===== src/qpdbi_buf.sv =====
/*
  Shared constants and helpers for the quad-pumped data path, and the
  small word buffer that sits in front of the transmitter.
  Assumes one core clock, a synchronous active-low reset and a clock
  enable that freezes all state while low.
*/
package qpdbi_pkg;
  // Bus geometry
  localparam int DATA_W = 64;
  localparam int LANES = 4;
  localparam int LANE_W = 16;
  localparam int BEATS = 4;
  localparam int WORD_W = DATA_W * BEATS;
  localparam int LANE_HALF = LANE_W / 2;
  localparam int ONES_W = $clog2(LANE_W + 1);
  localparam int BEAT_W = $clog2(BEATS);
  // Timing: core clock and bus clock, in ns
  localparam int CORE_PERIOD_NS = 10;
  localparam int BUS_PERIOD_NS = 160;
  localparam int BUS_CYC = BUS_PERIOD_NS / CORE_PERIOD_NS;
  localparam int BEAT_CYC = BUS_CYC / BEATS;
  localparam int STROBE_PHASE = BEAT_CYC / 2;
  localparam int CNT_W = $clog2(BUS_CYC);
  // Buffer depth and idle levels after reset
  localparam int BUF_DEPTH = 2;
  localparam logic IDLE_LEVEL = 1'b1;
  localparam logic [CNT_W-1:0] CNT_RESET = '0;
  localparam int SYNC_W = DATA_W + 3 * LANES + 2;

  typedef enum logic [0:0] {
    TX_IDLE = 1'b0,
    TX_SEND = 1'b1
  } qpdbi_tx_state_t;

  // Count of asserted (logic one) bits in a lane
  function automatic logic [ONES_W-1:0] qpdbi_ones(
    input logic [LANE_W-1:0] v
  );
    logic [ONES_W-1:0] n;
    n = '0;
    for (int i = 0; i < LANE_W; i++) begin
      n = n + ONES_W'(v[i]);
    end
    return n;
  endfunction

  // Invert when more than half the lane would sit electrically low
  function automatic logic qpdbi_invert(input logic [LANE_W-1:0] d);
    return qpdbi_ones(d) > ONES_W'(LANE_HALF);
  endfunction

  // Electrical lane level to logical value, honouring the lane flag
  function automatic logic [LANE_W-1:0] qpdbi_decode(
    input logic [LANE_W-1:0] elec,
    input logic flag_n
  );
    return flag_n ? ~elec : elec;
  endfunction
endpackage

`timescale 1ns/100ps
module qpdbi_buf #(
  parameter int W = 256,
  parameter int DEPTH = 2
) (
  // Clock, reset, enable
  input wire logic core_clk,
  input wire logic nrst,
  input wire logic ce,
  // Fill side
  input wire logic in_valid,
  output logic in_ready,
  input wire logic [W-1:0] in_data,
  // Drain side
  output logic out_valid,
  input wire logic out_ready,
  output logic [W-1:0] out_data
);
  localparam int AW = (DEPTH > 1) ? $clog2(DEPTH) : 1;
  localparam int CW = $clog2(DEPTH + 1);
  localparam logic [AW-1:0] LAST = AW'(DEPTH - 1);

  logic [W-1:0] mem_q [DEPTH];
  logic [AW-1:0] wr_q;
  logic [AW-1:0] rd_q;
  logic [CW-1:0] cnt_q;
  logic push;
  logic pop;

  // Handshakes are combinational; full and empty come from the count
  assign in_ready = cnt_q != CW'(DEPTH);
  assign out_valid = cnt_q != '0;
  assign push = in_valid && in_ready;
  assign pop = out_valid && out_ready;
  assign out_data = mem_q[rd_q];

  // Storage, written at the write index
  always_ff @(posedge core_clk) begin
    if (ce && push) begin
      mem_q[wr_q] <= in_data;
    end
  end

  // Pointers and fill count
  always_ff @(posedge core_clk) begin
    if (!nrst) begin
      wr_q <= '0;
      rd_q <= '0;
      cnt_q <= '0;
    end else if (ce) begin
      if (push) begin
        wr_q <= (wr_q == LAST) ? '0 : wr_q + AW'(1);
      end
      if (pop) begin
        rd_q <= (rd_q == LAST) ? '0 : rd_q + AW'(1);
      end
      cnt_q <= cnt_q + CW'(push) - CW'(pop);
    end
  end

  // A full buffer with no drain must keep its count and its head word
  chk_buf_full_stall: assert property (
    @(posedge core_clk) disable iff (!nrst)
    (cnt_q == CW'(DEPTH) && !out_ready) |=>
      (cnt_q == CW'(DEPTH)) && !in_ready && $stable(out_data)
  ) else $error("buffer took a word while full");
endmodule


===== src/qpdbi_top.sv =====
/*
  Data-phase logic of one bus agent: a quad-pumped, source-synchronous
  64-bit path in four 16-bit lanes, with per-lane inversion flags.
  Assumes the bus clock and all pins arrive asynchronously and are
  sampled by core_clk, which runs well above four beats per bus clock.
*/
`timescale 1ns/100ps
// Notes on behaviour
// [RULE1] All agents share one 64-bit data path wired identically.
// [RULE2] Driver asserts data valid per transfer; receivers trust only then.
// [RULE3] Four data beats are driven within one bus clock period.
// [RULE4] Beats latch on falling positive then negative strobe, alternating.
// [RULE5] Four 16-bit lanes, lane n uses strobe pair n and flag n.
// [RULE6] Receiver reads a lane as inverted while its flag is asserted.
// [RULE7] Flag asserted exactly when the lane is driven inverted.
// [RULE8] Invert a lane per beat when over half its bits sit low.
// [RULE9] One flag per lane driven alongside every beat.
// [RULE10] Data valid may drop for idle clocks; receivers skip them.
// [RULE11] All data, strobe, flag and valid pins are active low.
module qpdbi_top (
  // Clock, reset, enable
  input wire logic core_clk,
  input wire logic nrst,
  input wire logic ce,
  // Transmit side: one word holds four beats, beat 0 in the low bits
  input wire logic tx_enable,
  input wire logic tx_valid,
  output logic tx_ready,
  input wire logic [qpdbi_pkg::WORD_W-1:0] tx_word,
  // Receive side: one-cycle pulse per assembled word
  output logic rx_valid,
  output logic [qpdbi_pkg::WORD_W-1:0] rx_word,
  // Bus clock pin
  input wire logic bus_clk,
  // Data pins
  input wire logic [qpdbi_pkg::DATA_W-1:0] data_in_n,
  output logic [qpdbi_pkg::DATA_W-1:0] data_out_n,
  output logic data_oe,
  // Lane strobes
  input wire logic [qpdbi_pkg::LANES-1:0] lane_strobe_pos_in_n,
  output logic [qpdbi_pkg::LANES-1:0] lane_strobe_pos_out_n,
  input wire logic [qpdbi_pkg::LANES-1:0] lane_strobe_neg_in_n,
  output logic [qpdbi_pkg::LANES-1:0] lane_strobe_neg_out_n,
  output logic strobe_oe,
  // Lane inversion flags
  input wire logic [qpdbi_pkg::LANES-1:0] lane_inversion_flags_in_n,
  output logic [qpdbi_pkg::LANES-1:0] lane_inversion_flags_out_n,
  output logic flags_oe,
  // Data valid
  input wire logic data_valid_flag_in_n,
  output logic data_valid_flag_out_n,
  output logic valid_oe
);
  import qpdbi_pkg::*;

  logic [SYNC_W-1:0] s1_q;
  logic [SYNC_W-1:0] s2_q;
  logic [2*LANES:0] s3_q;
  logic [DATA_W-1:0] s_data;
  logic [LANES-1:0] s_pos;
  logic [LANES-1:0] s_neg;
  logic [LANES-1:0] s_flag;
  logic s_valid_n;
  logic s_bus;
  logic bus_rise;
  logic [LANES-1:0] pos_fall;
  logic [LANES-1:0] neg_fall;

  logic buf_valid;
  logic [WORD_W-1:0] buf_data;
  logic fire;
  qpdbi_tx_state_t state_q;
  logic [CNT_W-1:0] cnt_q;
  logic [WORD_W-1:0] tx_word_q;
  logic [BEAT_W-1:0] beat_idx;
  logic [CNT_W-1:0] phase;
  logic [DATA_W-1:0] beat_logic;
  logic [DATA_W-1:0] beat_enc;
  logic [LANES-1:0] beat_inv;
  logic [DATA_W-1:0] drv_beat_q;

  logic [BEAT_W-1:0] lane_cnt_q [LANES];
  logic [LANES-1:0] lane_done_q;
  logic [WORD_W-1:0] acc_q;
  logic [WORD_W-1:0] rx_word_q;
  logic rx_valid_q;

  // Two-flop synchroniser for every pin; s1 feeds s2 only
  always_ff @(posedge core_clk) begin
    if (!nrst) begin
      s1_q <= '1;
      s2_q <= '1;
    end else if (ce) begin
      s1_q <= {bus_clk, data_valid_flag_in_n, lane_inversion_flags_in_n,
               lane_strobe_neg_in_n, lane_strobe_pos_in_n, data_in_n};
      s2_q <= s1_q;
    end
  end

  assign {s_bus, s_valid_n, s_flag, s_neg, s_pos, s_data} = s2_q;

  // Third stage on clock and strobes, for edge detection only
  always_ff @(posedge core_clk) begin
    if (!nrst) begin
      s3_q <= '1;
    end else if (ce) begin
      s3_q <= {s_bus, s_neg, s_pos};
    end
  end

  assign bus_rise = s_bus && !s3_q[2*LANES];
  assign pos_fall = s3_q[LANES-1:0] & ~s_pos;
  assign neg_fall = s3_q[2*LANES-1:LANES] & ~s_neg;

  // Two-entry word buffer; a full buffer stalls the source via tx_ready
  qpdbi_buf #(
    .W(WORD_W),
    .DEPTH(BUF_DEPTH)
  ) u_buf (
    .core_clk(core_clk),
    .nrst(nrst),
    .ce(ce),
    .in_valid(tx_valid),
    .in_ready(tx_ready),
    .in_data(tx_word),
    .out_valid(buf_valid),
    .out_ready(fire),
    .out_data(buf_data)
  );

  // A bus clock carries a word only if one waits; otherwise it idles
  assign fire = bus_rise && tx_enable && buf_valid; // RULE10

  // Transmit sequencer: one bus clock per word, counted in core cycles
  always_ff @(posedge core_clk) begin
    if (!nrst) begin
      state_q <= TX_IDLE;
      cnt_q <= CNT_RESET;
    end else if (ce) begin
      if (bus_rise) begin
        state_q <= fire ? TX_SEND : TX_IDLE;
        cnt_q <= CNT_RESET;
      end else if (state_q == TX_SEND) begin
        case (cnt_q)
          CNT_W'(BUS_CYC - 1): state_q <= TX_IDLE;
          default: cnt_q <= cnt_q + CNT_W'(1);
        endcase
      end
    end
  end

  // Word held for the whole bus clock while its beats go out
  always_ff @(posedge core_clk) begin
    if (!nrst) begin
      tx_word_q <= '0;
    end else if (ce && fire) begin
      tx_word_q <= buf_data;
    end
  end

  // Beat selection and per-lane inversion decision
  assign beat_idx = BEAT_W'(cnt_q / CNT_W'(BEAT_CYC)); // RULE3
  assign phase = cnt_q % CNT_W'(BEAT_CYC);
  assign beat_logic = tx_word_q[beat_idx*DATA_W +: DATA_W];

  always_comb begin
    beat_inv = '0;
    beat_enc = '1;
    for (int l = 0; l < LANES; l++) begin
      beat_inv[l] = qpdbi_invert(beat_logic[l*LANE_W +: LANE_W]); // RULE8
      // Inverted lanes go out at logical level, others active low
      beat_enc[l*LANE_W +: LANE_W] = beat_inv[l] ?
        beat_logic[l*LANE_W +: LANE_W] :
        ~beat_logic[l*LANE_W +: LANE_W]; // RULE11
    end
  end

  // Registered pin drive; every signal lags the sequencer by one cycle
  // so data, flags and strobes stay aligned with each other.
  always_ff @(posedge core_clk) begin
    if (!nrst) begin
      data_oe <= 1'b0;
      strobe_oe <= 1'b0;
      flags_oe <= 1'b0;
      valid_oe <= 1'b0;
      data_out_n <= '1;
      lane_inversion_flags_out_n <= '1;
      lane_strobe_pos_out_n <= '1;
      lane_strobe_neg_out_n <= '1;
      data_valid_flag_out_n <= IDLE_LEVEL;
      drv_beat_q <= '0;
    end else if (ce) begin
      data_oe <= tx_enable; // RULE1
      strobe_oe <= tx_enable;
      flags_oe <= tx_enable; // RULE9
      valid_oe <= tx_enable;
      if (state_q == TX_SEND) begin
        data_out_n <= beat_enc; // RULE5
        lane_inversion_flags_out_n <= ~beat_inv; // RULE7
        data_valid_flag_out_n <= 1'b0; // RULE2
        // Strobe falls mid-beat: positive on even, negative on odd
        lane_strobe_pos_out_n <= (!beat_idx[0] &&
          phase >= CNT_W'(STROBE_PHASE)) ? '0 : '1; // RULE4
        lane_strobe_neg_out_n <= (beat_idx[0] &&
          phase >= CNT_W'(STROBE_PHASE)) ? '0 : '1; // RULE4
        drv_beat_q <= beat_logic;
      end else begin
        data_out_n <= '1;
        lane_inversion_flags_out_n <= '1;
        data_valid_flag_out_n <= IDLE_LEVEL;
        lane_strobe_pos_out_n <= '1;
        lane_strobe_neg_out_n <= '1;
      end
    end
  end

  // Receive lanes: each lane steps through its four beats on its own
  // strobe pair. Lanes are gathered independently because each pair
  // may skew against the others; a dropped valid restarts them all.
  always_ff @(posedge core_clk) begin
    if (!nrst) begin
      lane_done_q <= '0;
      acc_q <= '0;
      for (int l = 0; l < LANES; l++) begin
        lane_cnt_q[l] <= '0;
      end
    end else if (ce) begin
      if (&lane_done_q) begin
        lane_done_q <= '0;
      end
      for (int l = 0; l < LANES; l++) begin
        if (tx_enable || s_valid_n) begin
          lane_cnt_q[l] <= '0; // RULE10
          lane_done_q[l] <= 1'b0;
        end else if ((!lane_cnt_q[l][0] && pos_fall[l]) ||
                     (lane_cnt_q[l][0] && neg_fall[l])) begin // RULE4
          acc_q[(int'(lane_cnt_q[l])*LANES + l)*LANE_W +: LANE_W] <=
            qpdbi_decode(s_data[l*LANE_W +: LANE_W], s_flag[l]); // RULE6
          lane_cnt_q[l] <= lane_cnt_q[l] + BEAT_W'(1);
          if (lane_cnt_q[l] == BEAT_W'(BEATS - 1)) begin
            lane_done_q[l] <= 1'b1;
          end
        end
      end
    end
  end

  // Hand the assembled word over once every lane has all four beats
  always_ff @(posedge core_clk) begin
    if (!nrst) begin
      rx_valid_q <= 1'b0;
      rx_word_q <= '0;
    end else if (ce) begin
      rx_valid_q <= &lane_done_q; // RULE2
      if (&lane_done_q) begin
        rx_word_q <= acc_q;
      end
    end
  end

  assign rx_valid = rx_valid_q;
  assign rx_word = rx_word_q;

  // Per-lane checks on the driven encoding
  for (genvar g = 0; g < LANES; g++) begin : g_lane_chk
    chk_flag_majority: assert property ( // RULE8
      @(posedge core_clk) disable iff (!nrst)
      !lane_inversion_flags_out_n[g] |->
        qpdbi_ones(data_out_n[g*LANE_W +: LANE_W]) > ONES_W'(LANE_HALF)
    ) else $error("lane inverted without a low majority");
    chk_flag_exact: assert property ( // RULE7
      @(posedge core_clk) disable iff (!nrst)
      (!data_valid_flag_out_n && lane_inversion_flags_out_n[g]) |->
        qpdbi_ones(data_out_n[g*LANE_W +: LANE_W]) >= ONES_W'(LANE_HALF)
    ) else $error("lane left plain with a low majority");
    chk_strobe_overlap: assert property ( // RULE4
      @(posedge core_clk) disable iff (!nrst)
      !(!lane_strobe_pos_out_n[g] && !lane_strobe_neg_out_n[g])
    ) else $error("both strobes of a lane low together");
  end

  chk_beat_decode: assert property ( // RULE11
    @(posedge core_clk) disable iff (!nrst)
    !data_valid_flag_out_n |-> (qpdbi_decode(data_out_n[LANE_W-1:0],
      lane_inversion_flags_out_n[0]) == drv_beat_q[LANE_W-1:0]) &&
      (qpdbi_decode(data_out_n[DATA_W-1 -: LANE_W],
      lane_inversion_flags_out_n[LANES-1]) == drv_beat_q[DATA_W-1 -: LANE_W])
  ) else $error("driven lane does not decode to its beat");
  chk_quad_beats: assert property ( // RULE3
    @(posedge core_clk) disable iff (!nrst || !ce)
    $fell(data_valid_flag_out_n) |-> ##2 $fell(lane_strobe_pos_out_n[0])
      ##4 $fell(lane_strobe_neg_out_n[0]) ##4 $fell(lane_strobe_pos_out_n[0])
      ##4 $fell(lane_strobe_neg_out_n[0])
  ) else $error("four beats not placed within one bus clock");
  chk_valid_span: assert property ( // RULE2
    @(posedge core_clk) disable iff (!nrst || !ce)
    $fell(data_valid_flag_out_n) |-> !data_valid_flag_out_n[*8]
  ) else $error("data valid dropped inside a bus clock");
  chk_idle_quiet: assert property ( // RULE10
    @(posedge core_clk) disable iff (!nrst)
    data_valid_flag_out_n |-> (&lane_strobe_pos_out_n) &&
      (&lane_strobe_neg_out_n) && (&lane_inversion_flags_out_n)
  ) else $error("strobe or flag active in an idle clock");
  chk_enable_group: assert property ( // RULE9
    @(posedge core_clk) disable iff (!nrst)
    data_oe |-> (flags_oe && strobe_oe && valid_oe)
  ) else $error("flags not driven together with data");
  chk_rx_skip: assert property ( // RULE10
    @(posedge core_clk) disable iff (!nrst || !ce)
    s_valid_n |=> (lane_cnt_q[0] == '0) && (lane_done_q == '0)
  ) else $error("receiver kept beats across an idle clock");
  chk_rx_pulse: assert property ( // RULE2
    @(posedge core_clk) disable iff (!nrst || !ce)
    rx_valid |=> !rx_valid
  ) else $error("receive pulse longer than one cycle");
endmodule

===== config.mk =====
export PLATFORM = sky130hd
export DESIGN_NAME = qpdbi_top
export DESIGN_NICKNAME = d
export VERILOG_FILES = /design/src/qpdbi_buf.sv /design/src/qpdbi_top.sv
export SDC_FILE = /design/constraint.sdc
export NUM_CORES = 2
export LEC_CHECK = 0
export BUFFER_PORTS_ARGS = -buffer_cell sky130_fd_sc_hd__buf_2
export CAP_MARGIN = 15
export CORE_MARGIN = 1.5
export CORE_UTILIZATION = 50
export DETAILED_ROUTE_END_ITERATION = 8
export GPL_TIMING_DRIVEN = 0
export PLACE_DENSITY = 0.7
export SLEW_MARGIN = 20
export SYNTH_ARGS = -nofsm -noshare
export SYNTH_HDL_FRONTEND = slang
export SYNTH_HIERARCHICAL = 1
export SYNTH_SLANG_ARGS = --single-unit

===== constraint.sdc =====
create_clock -name core_clk -period 41.7 [get_ports core_clk]
set_clock_uncertainty 0.2 [all_clocks]
set_input_delay 6.255 -clock core_clk [delete_from_list [all_inputs] [get_ports core_clk]]
set_output_delay 6.255 -clock core_clk [all_outputs]
set_load 0.02 [all_outputs]

# Word-level counts from Yosys, hierarchy flattened
# Memories as Yosys holds them, arrays and structs flattened. A register that Yosys moved wholly into a read port is not among the register bits.
# Index checks and enable logic that the tools add are counted.
# word_totals
reg_bits	769
latch_bits	0
mem_bits_rw	520
rom_bits	0
inputBits	339
output_inout_bits	339
wordCells	264
memories	2
# classes
add_sub_neg	76
mul	0
div_mod_pow	0
n_lt_le_gt_ge	5
eq_ne	7
shift	9
n_mux	90
bitwise_logic	21
n_reduce_logical	36
# memory_table
memory	words	word_bits	rd	rd_ports_with_merged_regs	write_ports	line_no	text
u_buf.mem_q	2	256	1	1	1	qpdbi_buf.sv:83	logic [W-1:0] mem_q [DEPTH];
lane_cnt_q	4	2	4	0	4	qpdbi_top.sv:82	logic [BEAT_W-1:0] lane_cnt_q [LANES];
# ops
cell	n
$mux 256	14
$bwmux 256	4
$shift 16x33->256 const A	4
$shiftx 16x33->256	4
$shiftx 256x9->64	1
$add 5x1->5	44
$mux 16	8
$not 16->16	8
$neg 9->33	3
$mux 64	1
$mux 1	46
$mux 4	9
$neg 8->33	1
$add 4x1->5	4
$gt 5x4->1 const B	4
$logic_and 1x1->1	17
$add 3x1->4	4
$mux 2	8
$add 2x1->3	4
$not 4->4	3
$add 4x2->5 const B	2
$add 1x1->2	4
$add 2x1->2 const B	4
$and 4x4->4	2
other kinds (17)	41

# Depth between registers and ports, before layout
# logic_depth
depth_word	21
depth_mapped	22
ltp_nobuf	17

# Hierarchy
# Netlist, hierarchy kept.
# by_module_without_submodules
mod	instances	cells_per_inst	area_each_um2	seq_area_each_um2
qpdbi_top	1	4719	42607.1	20559.7
qpdbi_buf	1	826	18825.6	15474.8

# Least setup slack after synthesis
# No wires, ideal clock.
# synth_path
path_kind	input to register
start	in tx_valid
end	mem u_buf.mem_q[0][0], enable pin
setup_time_ns	0.879
t_arrival_ns	16.998
slack_ns	23.623
path_stages	2
cell_sequence	nand3_1 nor2_1
# synth_via
elab_chain_cells	4
# synth_lines
element	line_no	text
from (decl)	qpdbi_top.sv:27	input wire logic tx_valid,
$logic_and 1x1->1	qpdbi_buf.sv:93	assign push = in_valid && in_ready;
$logic_and 1x1->1	qpdbi_buf.sv:99	if (ce && push) begin
$mux 1	qpdbi_buf.sv:99	
$mux 1 (not written as such)	qpdbi_buf.sv:100	mem_q[wr_q] <= in_data;
to (decl)	qpdbi_buf.sv:83	
# Every way passes these cells.

# Final worst setup path
# layout_path
start	in nrst
end	reg lane_inversion_flags_out_n[2] (netlist bit)
# layout_lines
element	line_no	text
from (decl)	qpdbi_top.sv:23	input wire logic nrst,
to (signal assigned)	qpdbi_top.sv:199	lane_inversion_flags_out_n <= ~beat_inv;
to (decl)	qpdbi_top.sv:47	output logic [qpdbi_pkg::LANES-1:0] lane_inversion_flags_out_n,
# No word-level cell between the ends.

==> metrics.txt <==
Synth Instances 5545; Max clock buf depth 3; Max IR drop VDD 0.0437 mV; fin nets just under 7000; Crit. End Element flip-flop; Period minus WS final between 9 and 10 ns; core area 122000 um^2; fillers 10200; Worst-Margin Slew 1.16 ns; largest net degree at the start of global routing 25; GRT Util Overall 28.5%; Startpoint Class input pin; Reg clk slew, reported paths roughly 0.06 ns; Vias 43400; met3 usage 7.41%; # clock sinks 1540; CP Data Required Time 42.13 ns; drt pass-1 iters 5; first-pass GRT wire length about 270 mm; RSZ-0062 raised after global routing false; Buffers on Ports 677; dpl ws 31.52 ns; Synth Register Bits between 1500 and 2000; DRT Wirelength about 180 mm; Distinct cells, synth between 40 and 50; Main synth FF type dfxtp_1; final slew viol count 0; chip height 354 um; antenna violations before repair 67; Max Cap Viol 0; H-tree depth 4; post-cts sizing count 0; total grt overflow 0; CTS Root Cell clkbuf_16; area delta synth->final 18.5%; crit share post-route 22.2%; Inserted Clock Buffers 159; # setup viols final 0; ANT nets after route 0; Final WS setup 32.43 ns; met2 GRT Util 48.4%; Reg-to-Reg Start cnt_q[2]$_SDFFE_PN0P_; layout cells sized above 1 a little over a fifth; status finished, final reports clean; DRC Markers 0; Max FO, Critical Path 10; vias in the first global route 43400; drt wl/cell between 20 and 25 um; RD Place Congestion roughly 0.9; start point of the critical path nrst; hold buffers post-CTS 0; pwr/cell area 43.0 nW/um^2; DP Wirelength 138 mm; cell area after synthesis 61400 um^2; Post-CTS Setup Bufs 0; CTS tree done; DIE AREA 125000 um^2; Leak 26.5 nW; number of synthesis warnings 6; Fin. Hold Viols 0; GRT busiest layer met2; fmax between 100 and 150 MHz; Post-synth ARST share 0%; Hold Crit Class flip-flop to flip-flop; Worst Path Arrival a little under 10 ns; sequential element share of the synthesized area 58.7%; Starting DRT DRC Count just over 3000; number of I/O pins ~680; EDFF count, synth 520; via-per-instance ratio 5.30; initial core utilization between 50% and 60%; overall power 3.13 mW; setup tns final 0 ns; Avg Inst Size Synth 11.1 um^2; met1 GRT Util 33.3%; # rows 128; syn nets 5966; HP Start acc_q[10]$_SDFFE_PN0P_; Die X 354 um; Crit Path Class input pin to flip-flop; worst skew pair latency 0.80 ns; Slew Limit Headroom 22.7%
==> kinds of logic (layout without fill, tap and decap cells) <==
family          count (synthesis)  count (layout)  share of synthesized area (%)
other cells                     0              32                              0
xor+xnor                      116             116                           1.65
buf+inv                       512            1506                           3.74
compound gates                880             880                           10.6
mux                           493             493                           9.86
flops                        1540            1540                           58.7
simple gates                 1922            1922                           13.4
fa+ha+maj                      82              82                           2.16
==> layer usage <==
metal | vias to the layer above | wire length, um
met5 | - | 379
met4 | 56 | 8900
met3 | 426 | 15000
met2 | 1435 | 87300
met1 | 20800 | 69300
li1 | 20700 | -
==> metrics by stage <==
| stage | util, % | hold slack, ns | instances | instance area (um^2) |
|---|---|---|---|---|
| finish | 59.8 | 0.248 | 8196 | 72800 |
| global placement | 54.9 | 0.236 | 7847 | 66900 |
| detailed placement | 55.3 | 0.242 | 7871 | 67400 |
| global route | 59.7 | 0.265 | 8181 | 72800 |
| floorplan | - | 0.230 | 5545 | 61400 |
| CTS | 59.7 | 0.250 | 8163 | 72700 |
==> cell usage after synthesis (2+ instances only) <==
library cell | instances | share of area (%)
a211oi_1 | 31 | 0.38
a21boi_0 | 541 | 6.6
a21boi_1 | 231 | 2.8
a21oi_1 | 55 | 0.45
a21oi_4 | 4 | 0.11
and2_1 | 7 | 0.071
and3_1 | 12 | 0.12
and4b_1 | 3 | 0.049
buf_1 | 23 | 0.14
buf_2 | 36 | 0.29
buf_4 | 10 | 0.12
buf_6 | 37 | 0.68
clkbuf_1 | 271 | 1.7
clkbuf_2 | 12 | 0.098
dfxtp_1 | 1020 | 33
edfxtp_1 | 520 | 25
fa_1 | 40 | 1.3
ha_1 | 42 | 0.86
inv_1 | 123 | 0.75
mux2_2 | 256 | 4.7
mux2i_1 | 173 | 2.8
mux4_2 | 64 | 2.3
nand2_1 | 1484 | 9.1
nand2_4 | 16 | 0.29
nand2b_1 | 7 | 0.071
nand3_1 | 10 | 0.081
nand3b_1 | 6 | 0.073
nand4_1 | 2 | 0.020
nor2_1 | 94 | 0.57
nor2b_1 | 4 | 0.041
nor3_1 | 3 | 0.024
nor4b_1 | 3 | 0.043
nor4bb_1 | 6 | 0.098
o211ai_1 | 4 | 0.049
o21ai_0 | 4 | 0.033
o22ai_1 | 3 | 0.031
o32ai_1 | 3 | 0.043
or3_1 | 256 | 2.6
or3b_1 | 5 | 0.071
xnor2_1 | 114 | 1.6
xor2_1 | 2 | 0.029
==> cell type report <==
cell class / count / area, um^2 / share of cell area, %
clock buffers: 245 / 4840 / 6.64
plain buffers: 389 / 1850 / 2.54
flip-flops and latches: 1540 / 36000 / 49.5
inverters: 123 / 462 / 0.634
repair buffers: 702 / 3970 / 5.46
multi-input cells: 3493 / 23100 / 31.7
well taps: 1625 / 2030 / 2.79
diodes: 32 / 80.1 / 0.110
clock inverters: 47 / 443 / 0.608
==> report_power, final <==
part	leakage, nW	total, mW	switching [mW]	internal (mW)
Combinational	10.8	0.122	0.0717	0.0507
Sequential	13.0	1.59	0.00939	1.58
Clock	2.60	1.42	0.596	0.826
Total	26.5	3.13	0.677	2.46
==> critical path, stage by stage <==
cell	delay, ns
buf_2	0.16
clkbuf_1	0.33
clkbuf_1	0.63
clkbuf_2	0.59
clkbuf_1	0.91
clkbuf_1	0.68
nand2_1	0.12
==> final timing paths <==
path	endpoint	slack [ns]	depth (start not counted)
hold reg to reg	acc_q[10]$_SDFFE_PN0P_	0.25	2
hold / removal	acc_q[10]$_SDFFE_PN0P_	0.25	2
setup reg to reg	data_out_n[58]$_SDFFE_PN1P_	34.37	22
setup / recovery	lane_inversion_flags_out_n[2]$_SDFFE_PN1P_	32.43	7
==> state kept, by name (all words and copies together) (netlist names), 2 cells and up, named ones only <==
signal / count
s2_q: 78
s1_q: 78
tx_word_q: 256
lane_cnt_q: 8
s3_q: 9
lane_inversion_flags_out_n: 4
u_buf/mem_q: 512
u_buf/cnt_q: 2
rx_word: 256
acc_q: 256
data_out_n: 64
cnt_q: 4
lane_done_q: 4
==> cell usage in the layout, fill, tap and decap left out, drive strengths merged, types with 4 or more instances in the layout <==
master / synthesis / final
inv: 123 / 130
diode: 0 / 32
fa: 40 / 40
nand2: 1500 / 1500
a21oi: 59 / 59
buf: 106 / 808
mux4: 64 / 64
or3: 256 / 256
nand3: 10 / 10
o211ai: 4 / 4
clkbuf: 283 / 528
and2: 7 / 7
a211oi: 31 / 31
clkinv: 0 / 34
nand2b: 7 / 7
dfxtp: 1020 / 1020
or3b: 6 / 6
mux2: 256 / 256
a21boi: 772 / 772
nor4bb: 6 / 6
ha: 42 / 42
xnor2: 114 / 114
and3: 12 / 12
edfxtp: 520 / 520
nand3b: 6 / 6
mux2i: 173 / 173
bufinv: 0 / 4
nor2: 94 / 94
nor2b: 4 / 4
o21ai: 4 / 4
No activity file was read; power rests on OpenSTA's default activity.
